===== src/sss_pkg.sv =====
// shared constants and types for the supply state sequencer
package sss_pkg;
   // operating states
   typedef enum logic [1:0] {
      SSS_POWERDOWN,
      SSS_INIT,
      SSS_NORMAL
   } sss_state_t;

   // reset delay and init timeout, in microseconds, and cycle counts at 250 MHz
   localparam int SSS_CLK_MHZ = 250;
   localparam int SSS_RESET_DELAY_US = 10;
   localparam int SSS_RESET_DELAY_CYC = SSS_RESET_DELAY_US * SSS_CLK_MHZ;
   localparam int SSS_INIT_TIMEOUT_US = 550000;
   localparam int SSS_INIT_TIMEOUT_CYC = SSS_INIT_TIMEOUT_US * SSS_CLK_MHZ;
   // error monitoring periods needed before the init timer may stop
   localparam int SSS_ERR_PERIODS = 3;

   // reset values of the software-selectable enables
   localparam logic SSS_STBY_RST = 1'b1;
   localparam logic SSS_COM_RST = 1'b1;
   localparam logic SSS_REF_RST = 1'b1;
   localparam logic SSS_TRK_RST = 1'b1;
   localparam logic SSS_WWD_RST = 1'b1;
   localparam logic SSS_FWD_RST = 1'b0;
   localparam logic SSS_ERRMON_RST = 1'b1;
endpackage : sss_pkg


===== src/sss_sequencer.sv =====
// supply state sequencer: powerdown, init and normal states with supply enables
// Summary of operation
// RULE1 - Stay in powerdown while the power-on reset is asserted and leave only after its release; the code enters init for two cycles after reset_i drops.
// RULE2 - In powerdown every supply enable, the reset output and both safe-state outputs are low.
// RULE3 - In init the host must communicate validly before the init timer expires, else a timeout is flagged.
// RULE4 - The init timer starts on the rising edge of the reset output.
// RULE5 - The init timer stops only after a valid frame, each enabled watchdog serviced, and three error periods or monitoring off.
// RULE6 - Entering init from powerdown turns the standby regulator on, and its software setting persists outside powerdown.
// RULE7 - In init the step-down pre-regulator and controller regulator are on, and step-up runs only if strapped.
// RULE8 - The core supply follows its strap, sampled only during power-up.
// RULE9 - Communication regulator, reference and both trackers default on in init and are each switchable by software.
// RULE10 - Entering init enables the window watchdog in triggered mode and disables the functional watchdog, both then configurable.
// RULE11 - Error monitoring defaults on in init and software may turn it off.
// RULE12 - The wake-up timer is held off in init and normal.
// RULE13 - The reset output rises in init only after all monitored supplies pass threshold, delayed by the reset delay.
// RULE14 - In init both safe-state outputs and the safe-state control stay low.
// RULE15 - In normal the reset and safe-state outputs are high and the pre-regulator and controller regulator stay on.
// RULE16 - In normal software may switch the selectable supplies, watchdogs and error monitoring and configure the wake-up timer; the code holds it off.
// RULE17 - Init moves to normal only once the init timer is stopped and a valid transition request arrives.
`timescale 1ns/10ps
`default_nettype none
module sss_sequencer
   import sss_pkg::*;
#(
   parameter int RESET_DELAY_CYC = SSS_RESET_DELAY_CYC,
   parameter int INIT_TIMEOUT_CYC = SSS_INIT_TIMEOUT_CYC
) (
   // clock and reset
   input wire logic core_clk_i,
   input wire logic reset_i,
   // power-on reset and straps, asynchronous pins
   input wire logic por_active_i,
   input wire logic boost_select_strap_i,
   input wire logic core_supply_strap_i,
   // supply monitors, asynchronous
   input wire logic stby_above_undervoltage_reset_threshold_i,
   input wire logic uc_above_undervoltage_reset_threshold_i,
   input wire logic core_above_undervoltage_reset_threshold_i,
   // host activity events from spi and monitors
   input wire logic spi_valid_frame_i,
   input wire logic wwd_serviced_i,
   input wire logic fwd_serviced_i,
   input wire logic err_period_ok_i,
   input wire logic wd_reconfig_i,
   input wire logic goto_normal_req_i,
   // software configuration writes
   input wire logic cfg_we_i,
   input wire logic cfg_stby_i,
   input wire logic cfg_com_i,
   input wire logic cfg_ref_i,
   input wire logic cfg_trk1_i,
   input wire logic cfg_trk2_i,
   input wire logic cfg_wwd_i,
   input wire logic cfg_fwd_i,
   input wire logic cfg_errmon_i,
   // supply enables
   output logic stby_en_o,
   output logic buck_en_o,
   output logic boost_en_o,
   output logic uc_ldo_en_o,
   output logic com_ldo_en_o,
   output logic core_en_o,
   output logic ref_en_o,
   output logic [1:0] sensor_trackers_en_o,
   output logic wakeup_timer_en_o,
   output logic wwd_en_o,
   output logic wwd_spi_mode_o,
   output logic fwd_en_o,
   output logic errmon_en_o,
   // reset and safe state
   output logic reset_output_pin_o,
   output logic safe_state_control_o,
   output logic [1:0] safe_state_outputs_o,
   // status
   output logic init_timeout_o,
   output logic init_timer_stopped_o,
   output sss_state_t state_o
);
   logic por_s, boost_s, core_s, stby_ok, uc_ok, core_ok;
   logic [31:0] delay_cnt, next_delay_cnt;
   logic [1:0] err_cnt, next_err_cnt;
   logic spi_seen, next_spi_seen, wwd_seen, next_wwd_seen, fwd_seen, next_fwd_seen;
   logic strap_core, next_strap_core, strap_boost, next_strap_boost;
   logic rst_pin, next_rst_pin, rst_rise;
   logic stopped, next_stopped, timeout, next_timeout, stop_cond;
   logic c_stby, c_com, c_ref, c_wwd, c_fwd, c_err;
   logic [1:0] c_trk;
   logic n_stby, n_com, n_ref, n_wwd, n_fwd, n_err;
   logic [1:0] n_trk;
   logic tmr_run, tmr_exp;
   sss_state_t state, next_state;

   // pins cross into the core clock before anything reads them
   sss_sync #(.WIDTH(6)) u_sync (
      .core_clk_i(core_clk_i),
      .reset_i(reset_i),
      .pin_i({por_active_i, boost_select_strap_i, core_supply_strap_i,
              stby_above_undervoltage_reset_threshold_i,
              uc_above_undervoltage_reset_threshold_i,
              core_above_undervoltage_reset_threshold_i}),
      .sync_o({por_s, boost_s, core_s, stby_ok, uc_ok, core_ok})
   );

   // init timer, loaded on the reset output rising edge
   sss_timer #(.WIDTH(32)) u_init_tmr (
      .core_clk_i(core_clk_i),
      .reset_i(reset_i),
      .start_i(rst_rise), // RULE4
      .stop_i(stop_cond | (state != SSS_INIT)),
      .load_i(32'(INIT_TIMEOUT_CYC)),
      .running_o(tmr_run),
      .expired_o(tmr_exp)
   );

   assign rst_rise = next_rst_pin & ~rst_pin;
   // all three conditions together, error periods or monitor off
   assign stop_cond = tmr_run & spi_seen & (~c_wwd | wwd_seen) & (~c_fwd | fwd_seen)
                      & (~c_err | (err_cnt == 2'(SSS_ERR_PERIODS))); // RULE5

   // state machine and init bookkeeping
   always_comb begin
      next_state = state;
      next_delay_cnt = delay_cnt;
      next_rst_pin = rst_pin;
      next_spi_seen = spi_seen | spi_valid_frame_i;
      next_wwd_seen = (wwd_seen & ~wd_reconfig_i) | wwd_serviced_i;
      next_fwd_seen = (fwd_seen & ~wd_reconfig_i) | fwd_serviced_i;
      next_err_cnt = err_cnt;
      next_stopped = stopped | stop_cond;
      next_timeout = timeout | tmr_exp; // RULE3
      next_strap_core = strap_core;
      next_strap_boost = strap_boost;
      if (err_period_ok_i && err_cnt != 2'(SSS_ERR_PERIODS)) begin
         next_err_cnt = err_cnt + 2'(1);
      end
      case (state)
         SSS_POWERDOWN: begin
            next_rst_pin = 1'b0;
            next_delay_cnt = '0;
            next_spi_seen = 1'b0;
            next_wwd_seen = 1'b0;
            next_fwd_seen = 1'b0;
            next_err_cnt = '0;
            next_stopped = 1'b0;
            next_timeout = 1'b0;
            if (!por_s) begin // RULE1
               next_state = SSS_INIT;
               next_strap_core = core_s; // RULE8
               next_strap_boost = boost_s;
            end
         end
         SSS_INIT: begin
            if (stby_ok && uc_ok && (core_ok || !strap_core)) begin // RULE13
               if (delay_cnt >= 32'(RESET_DELAY_CYC)) begin
                  next_rst_pin = 1'b1;
               end else begin
                  next_delay_cnt = delay_cnt + 32'(1);
               end
            end else begin
               next_delay_cnt = '0;
               next_rst_pin = 1'b0;
            end
            if (stopped && goto_normal_req_i) begin // RULE17
               next_state = SSS_NORMAL;
            end
         end
         SSS_NORMAL: begin
            next_rst_pin = 1'b1; // RULE15
         end
         default: next_state = SSS_POWERDOWN;
      endcase
      // reset output drops together with the state, never one cycle late
      if (por_s) begin
         next_state = SSS_POWERDOWN;
         next_rst_pin = 1'b0; // RULE2
      end
   end

   // software selectable enables, defaults loaded on init entry
   always_comb begin
      n_stby = c_stby;
      n_com = c_com;
      n_ref = c_ref;
      n_trk = c_trk;
      n_wwd = c_wwd;
      n_fwd = c_fwd;
      n_err = c_err;
      if (state == SSS_POWERDOWN) begin
         n_stby = SSS_STBY_RST; // RULE6
         n_com = SSS_COM_RST; // RULE9
         n_ref = SSS_REF_RST;
         n_trk = {2{SSS_TRK_RST}};
         n_wwd = SSS_WWD_RST; // RULE10
         n_fwd = SSS_FWD_RST;
         n_err = SSS_ERRMON_RST; // RULE11
      end else if (cfg_we_i) begin // RULE16
         n_stby = cfg_stby_i;
         n_com = cfg_com_i;
         n_ref = cfg_ref_i;
         n_trk = {cfg_trk2_i, cfg_trk1_i};
         n_wwd = cfg_wwd_i;
         n_fwd = cfg_fwd_i;
         n_err = cfg_errmon_i;
      end
   end

   always_ff @(posedge core_clk_i) begin
      if (reset_i) begin
         state <= SSS_POWERDOWN;
         delay_cnt <= '0;
         rst_pin <= 1'b0;
         spi_seen <= 1'b0;
         wwd_seen <= 1'b0;
         fwd_seen <= 1'b0;
         err_cnt <= '0;
         stopped <= 1'b0;
         timeout <= 1'b0;
         strap_core <= 1'b0;
         strap_boost <= 1'b0;
         c_stby <= SSS_STBY_RST;
         c_com <= SSS_COM_RST;
         c_ref <= SSS_REF_RST;
         c_trk <= {2{SSS_TRK_RST}};
         c_wwd <= SSS_WWD_RST;
         c_fwd <= SSS_FWD_RST;
         c_err <= SSS_ERRMON_RST;
      end else begin
         state <= next_state;
         delay_cnt <= next_delay_cnt;
         rst_pin <= next_rst_pin;
         spi_seen <= next_spi_seen;
         wwd_seen <= next_wwd_seen;
         fwd_seen <= next_fwd_seen;
         err_cnt <= next_err_cnt;
         stopped <= next_stopped;
         timeout <= next_timeout;
         strap_core <= next_strap_core;
         strap_boost <= next_strap_boost;
         c_stby <= n_stby;
         c_com <= n_com;
         c_ref <= n_ref;
         c_trk <= n_trk;
         c_wwd <= n_wwd;
         c_fwd <= n_fwd;
         c_err <= n_err;
      end
   end

   // outputs decoded from state; powerdown forces every enable, the reset output and the safe-state outputs low
   always_comb begin
      logic on;
      on = (state != SSS_POWERDOWN); // RULE2
      stby_en_o = on & c_stby;
      buck_en_o = on; // RULE7
      boost_en_o = on & strap_boost;
      uc_ldo_en_o = on;
      com_ldo_en_o = on & c_com;
      core_en_o = on & strap_core;
      ref_en_o = on & c_ref;
      sensor_trackers_en_o = on ? c_trk : 2'h0;
      wakeup_timer_en_o = 1'b0; // RULE12
      wwd_en_o = on & c_wwd;
      wwd_spi_mode_o = on;
      fwd_en_o = on & c_fwd;
      errmon_en_o = on & c_err;
      reset_output_pin_o = rst_pin;
      safe_state_control_o = (state == SSS_NORMAL); // RULE14
      safe_state_outputs_o = (state == SSS_NORMAL) ? 2'h3 : 2'h0;
      init_timeout_o = timeout;
      init_timer_stopped_o = stopped;
      state_o = state;
   end

   // checks
   property p_pd_low;
      @(posedge core_clk_i) disable iff (reset_i)
      (state == SSS_POWERDOWN) |-> !reset_output_pin_o && !uc_ldo_en_o && safe_state_outputs_o == 2'b00;
   endproperty
   a_pd_low: assert property (p_pd_low) else $error("powerdown outputs not low"); // RULE2

   property p_por_hold;
      @(posedge core_clk_i) disable iff (reset_i)
      por_s |=> (state == SSS_POWERDOWN);
   endproperty
   a_por_hold: assert property (p_por_hold) else $error("left powerdown under por"); // RULE1

   property p_normal_entry;
      @(posedge core_clk_i) disable iff (reset_i)
      (state == SSS_INIT) ##1 (state == SSS_NORMAL) |-> $past(stopped) && $past(goto_normal_req_i);
   endproperty
   a_normal_entry: assert property (p_normal_entry) else $error("normal entered without stop and request"); // RULE17

   property p_init_safe;
      @(posedge core_clk_i) disable iff (reset_i)
      (state == SSS_INIT) |-> !safe_state_control_o && safe_state_outputs_o == 2'b00;
   endproperty
   a_init_safe: assert property (p_init_safe) else $error("safe state high in init"); // RULE14

   property p_normal_high;
      @(posedge core_clk_i) disable iff (reset_i)
      (state == SSS_NORMAL) ##1 (state == SSS_NORMAL) |-> reset_output_pin_o && safe_state_outputs_o == 2'b11;
   endproperty
   a_normal_high: assert property (p_normal_high) else $error("normal outputs not high"); // RULE15

   property p_timer_start;
      @(posedge core_clk_i) disable iff (reset_i)
      $rose(reset_output_pin_o) && (state == SSS_INIT) |-> tmr_run || stopped;
   endproperty
   a_timer_start: assert property (p_timer_start) else $error("init timer not started"); // RULE4

   property p_stop_needs_spi;
      @(posedge core_clk_i) disable iff (reset_i)
      $rose(stopped) |-> $past(spi_seen) && (!$past(c_err) || $past(err_cnt) == 2'(SSS_ERR_PERIODS));
   endproperty
   a_stop_needs_spi: assert property (p_stop_needs_spi) else $error("timer stopped early"); // RULE5

   property p_wake_off;
      @(posedge core_clk_i) disable iff (reset_i)
      (state != SSS_POWERDOWN) |-> !wakeup_timer_en_o;
   endproperty
   a_wake_off: assert property (p_wake_off) else $error("wake-up timer enabled"); // RULE12

   property p_init_defaults;
      @(posedge core_clk_i) disable iff (reset_i)
      (state == SSS_POWERDOWN) ##1 (state == SSS_INIT) |-> wwd_en_o && !fwd_en_o && stby_en_o && errmon_en_o;
   endproperty
   a_init_defaults: assert property (p_init_defaults) else $error("init defaults wrong"); // RULE10

   property p_timeout;
      @(posedge core_clk_i) disable iff (reset_i)
      tmr_exp && (state == SSS_INIT) |=> init_timeout_o;
   endproperty
   a_timeout: assert property (p_timeout) else $error("timeout not flagged"); // RULE3
endmodule : sss_sequencer
`default_nettype wire


===== src/sss_sync.sv =====
// two-flop synchroniser for a bundle of pin levels
`timescale 1ns/10ps
`default_nettype none
module sss_sync #(
   parameter int WIDTH = 1
) (
   // clock and reset
   input wire logic core_clk_i,
   input wire logic reset_i,
   // pins and synchronised copies
   input wire logic [WIDTH-1:0] pin_i,
   output logic [WIDTH-1:0] sync_o
);
   logic [WIDTH-1:0] meta;
   logic [WIDTH-1:0] next_meta;
   logic [WIDTH-1:0] next_sync;

   // first flop only feeds the second
   always_comb begin
      next_meta = pin_i;
      next_sync = meta;
   end

   always_ff @(posedge core_clk_i) begin
      if (reset_i) begin
         meta <= '0;
         sync_o <= '0;
      end else begin
         meta <= next_meta;
         sync_o <= next_sync;
      end
   end
endmodule : sss_sync
`default_nettype wire


===== src/sss_timer.sv =====
// loadable down-counter with a one-cycle expiry pulse
`timescale 1ns/10ps
`default_nettype none
module sss_timer #(
   parameter int WIDTH = 32
) (
   // clock and reset
   input wire logic core_clk_i,
   input wire logic reset_i,
   // control
   input wire logic start_i,
   input wire logic stop_i,
   input wire logic [WIDTH-1:0] load_i,
   // status
   output logic running_o,
   output logic expired_o
);
   logic [WIDTH-1:0] count;
   logic [WIDTH-1:0] next_count;
   logic next_running;
   logic next_expired;

   // stop beats start, start reloads a running timer
   always_comb begin
      next_count = count;
      next_running = running_o;
      next_expired = 1'b0;
      if (stop_i) begin
         next_running = 1'b0;
      end else if (start_i) begin
         next_count = load_i;
         next_running = 1'b1;
      end else if (running_o) begin
         if (count <= WIDTH'(1)) begin
            next_running = 1'b0;
            next_expired = 1'b1;
            next_count = '0;
         end else begin
            next_count = count - WIDTH'(1);
         end
      end
   end

   always_ff @(posedge core_clk_i) begin
      if (reset_i) begin
         count <= '0;
         running_o <= 1'b0;
         expired_o <= 1'b0;
      end else begin
         count <= next_count;
         running_o <= next_running;
         expired_o <= next_expired;
      end
   end
endmodule : sss_timer
`default_nettype wire


===== config.mk =====
export PLATFORM = sky130hd
export DESIGN_NAME = sss_sequencer
export DESIGN_NICKNAME = d
export VERILOG_FILES = /design/src/sss_pkg.sv /design/src/sss_sequencer.sv /design/src/sss_sync.sv /design/src/sss_timer.sv
export SDC_FILE = /design/constraint.sdc
export NUM_CORES = 1
export LEC_CHECK = 0
export BUFFER_PORTS_ARGS = -buffer_cell sky130_fd_sc_hd__buf_2
export CELL_PAD_IN_SITES_DETAIL_PLACEMENT = 0
export CELL_PAD_IN_SITES_GLOBAL_PLACEMENT = 1
export CORE_ASPECT_RATIO = 0.5
export CORE_MARGIN = 8
export CORE_UTILIZATION = 48
export DETAILED_ROUTE_END_ITERATION = 12
export HOLD_SLACK_MARGIN = 0.08
export PLACE_DENSITY_LB_ADDON = 0.1
export SETUP_SLACK_MARGIN = 0.3
export SYNTH_ARGS = -nofsm -noshare
export SYNTH_HDL_FRONTEND = slang
export SYNTH_SLANG_ARGS = --single-unit

===== constraint.sdc =====
create_clock -name core_clk_i -period 7.5 [get_ports core_clk_i]
set_clock_uncertainty 0.2 [all_clocks]
set_input_delay 2.25 -clock core_clk_i [delete_from_list [all_inputs] [get_ports core_clk_i]]
set_output_delay 2.25 -clock core_clk_i [all_outputs]
set_load 0.005 [all_outputs]

==> flow_metrics.tcl <==
set metrics [dict create \
    area_growth_syn_to_layout_pct 12.6 \
    setup_viol 0 \
    yosysWarnings 0 \
    antennaDiodeCount 0 \
    path_max_fanout 13 \
    vias 3548 \
    avgSynthCellArea_um2 8.75 \
    nets 566 \
    p_seq_frac 0.500 \
    fin_cells 660 \
    worstPathRequired_ps 5050 \
    drtIter0Drc 196 \
    synthTopCellsByArea "dfxtp_1, nor2_1, nor2b_1" \
    cts-resized-gates 0 \
    drcViolationCount 0 \
    r2r-start "delay_cnt[2]" \
    cts_setup_buffers 0 \
    status "completed" \
    combPwrFrac 0.036 \
    gp_congestion 0.785 \
    fmax_mhz 229 \
    die_x_um 152 \
    tns_ps 0 \
    synth_top_area_share 0.442 \
    htree_num_levels 3 \
    die_height_um 84.0 \
    grt_max_degree 56 \
    cellInternalPower_uw 836 \
    peakVddDrop_mv 0.139 \
    p_sw_uw 222 \
    final_cell_mix "dfxtp_1, nor2_1, buf_2, nor2b_1, nand2_1" \
    r2r_slack_ps 4200 \
    grt_usage 0.156 \
    final_common_cell "dfxtp_1" \
    startpoint_type "flip-flop" \
    grt_pass1_vias 3531 \
    endpoint "uc_ldo_en_o" \
    drtAntennaViolNets 0 \
    clkSlewWorstSetupHoldPaths_ps 70 \
    drive_gt1_frac 0.145 \
    finalCriticalPeriod_ps 4360 \
    clock_latency_ps 340 \
    synth-edff-count 0 \
    crit_path_end_kind "output pin" \
    sw_frac_of_total 0.210 \
    ys_ff_latch 98 \
    core-area_mm2 0.00883 \
    post-route-period-util 0.581 \
    grt_use_met1 0.199 \
    yosysUniqueCellTypes 57 \
    maxCapViolCount 0 \
    ff2ff_path_depth 8 \
    power_density_mw_per_mm2 212 \
    grt_use_met2 0.248 \
    totalPowerFinal_uw 1060 \
    slew_viol_final 0 \
    grt_util_met3 0.0499 \
    final_util 0.565 \
    cts_tree "yes" \
    io_buffers 43 \
    via_per_inst 5.38 \
    ys_seq_area_frac 0.442 \
    clkSinkCount 98 \
    p_leak_uw 0.00197 \
    drt-total-wl_mm 9.81 \
    grt-ovfl-total 0 \
    pin_count 45 \
    startpoint "state_o[1]" \
    syn_nets 535 \
    antenna_found_initial 0 \
    worst_slew_pin_slew_ps 1100 \
    synthesis.area_mm2 0.00443 \
    hold_path_class "flip-flop to flip-flop" \
    initial_core_util 0.502 \
    cts_hold_buffers 0 \
    grt_pass1_wl_mm 16.8 \
    wl_per_cell_um 14.9 \
    slew_headroom 0.266 \
    cts-root-buf "clkbuf_16" \
    rows 24 \
    synth_top_flop_cell "dfxtp_1" \
    worstPathArrival_ps 1910 \
    clockBufferDepth 2 \
    top_usage_layer "met2" \
    clockPowerShare 0.464 \
    worst_r2r_endpoint "u_init_tmr.count[25]" \
    grt_setup_unrepaired "false" \
    dp_hpwl_mm 6.64 \
    hold_viol 0 \
    drt-pass1-iter-count 4 \
    yosysTopAreaCell "dfxtp_1" \
    cts_buffers 9 \
    die_area_mm2 0.0128 \
    path_class "flip-flop to output pin" \
    dp_cells 644 \
    syn_inst 507 \
    async_flop_share 0 \
]
## area by class of cell
type,count,area (um^2)
Multi-Input combinational cell,372,2290
Sequential cell,98,1960
Clock inverter,6,88.8
Fill cell,829,3840
Inverter,11,41.3
Timing Repair Buffer,46,238
Clock buffer,10,229
Tap cell,117,146
## sequential cells by signal, indices dropped and copies added (netlist names), 2 cells and up
signal and flops:
u_sync.meta 6, state_o 2, err_cnt 2, delay_cnt 32
u_init_tmr.count 32, u_sync.sync_o 6, c_trk 2
## through the flow
stage,setup WS [ps],hold slack (ps),area (um^2)
2_1_floorplan,4040,214,4430
3_3_place_gp,3340,220,4670
3_5_place_dp,3270,220,4670
4_1_cts,3160,236,4990
5_1_grt,2990,248,4990
6_report,3140,237,4990
## critical path: stages, from the launching register on
cell	delay, ps
dfxtp_1	400
nor2_1	790
inv_1	190
buf_2	190
## logic make-up after synthesis
logic type,Yosys count,share of synthesized area
and+or+nand+nor,248,0.310
DFF,98,0.442
AOI/OAI and AO/OA,92,0.136
buffers and inverters,37,0.0418
xor gates and xnor gates,14,0.0277
muxes,12,0.0271
adders and majority gates,5,0.0141
other,1,0.000846
## per-layer routing
layer  wire length [um]  vias to the layer above
li1                   -                     1846
met4                 70                        0
met3                428                        9
met2               4140                       57
met1               5170                     1636
met5                  0                        -
## worst min-delay path by stage
stage	startpoint	end	slack [ps]	depth (start not counted)
final	u_sync.meta[2]	u_sync.sync_o[2]	240	1
after global routing	u_sync.meta[4]	u_sync.sync_o[4]	250	1
after floorplan	u_sync.meta[0]	u_sync.sync_o[0]	210	1
after detailed placement	u_sync.meta[4]	u_sync.sync_o[4]	220	1
after CTS	u_sync.meta[4]	u_sync.sync_o[4]	240	1
after global placement	u_sync.meta[5]	u_sync.sync_o[5]	220	1
## power groups by stage
stage / combinational [uW] / clock (uW) / sequential (uW)
finish: 37.8 / 491 / 530
global route: 42.4 / 523 / 530
CTS: 38.5 / 501 / 529
detailed placement: 38.4 / 0 / 541
global placement: 38.0 / 0 / 541
floorplan: 26.0 / 0 / 540
## Yosys cell counts, drive strengths merged, types with 2 or more instances
| library cell | count |
|---|---|
| nand3 | 12 |
| buf | 12 |
| nand3b | 4 |
| nand4 | 6 |
| ha | 5 |
| a21o | 4 |
| nor2 | 70 |
| nor3 | 15 |
| a41oi | 2 |
| o41ai | 3 |
| a21oi | 27 |
| a211oi | 5 |
| nand2b | 4 |
| nor2b | 34 |
| and3 | 4 |
| clkbuf | 14 |
| and2 | 18 |
| o21a | 3 |
| or4 | 12 |
| dfxtp | 98 |
| or4b | 2 |
| o21ai | 21 |
| a22oi | 2 |
| a311oi | 2 |
| nor3b | 2 |
| a31oi | 5 |
| o31a | 2 |
| nor4 | 19 |
| mux2i | 12 |
| xor2 | 13 |
| inv | 11 |
| or2 | 2 |
| or3 | 7 |
| nand2 | 34 |
| o31ai | 9 |
| nand4b | 2 |
(Power assumes the default switching activity.)
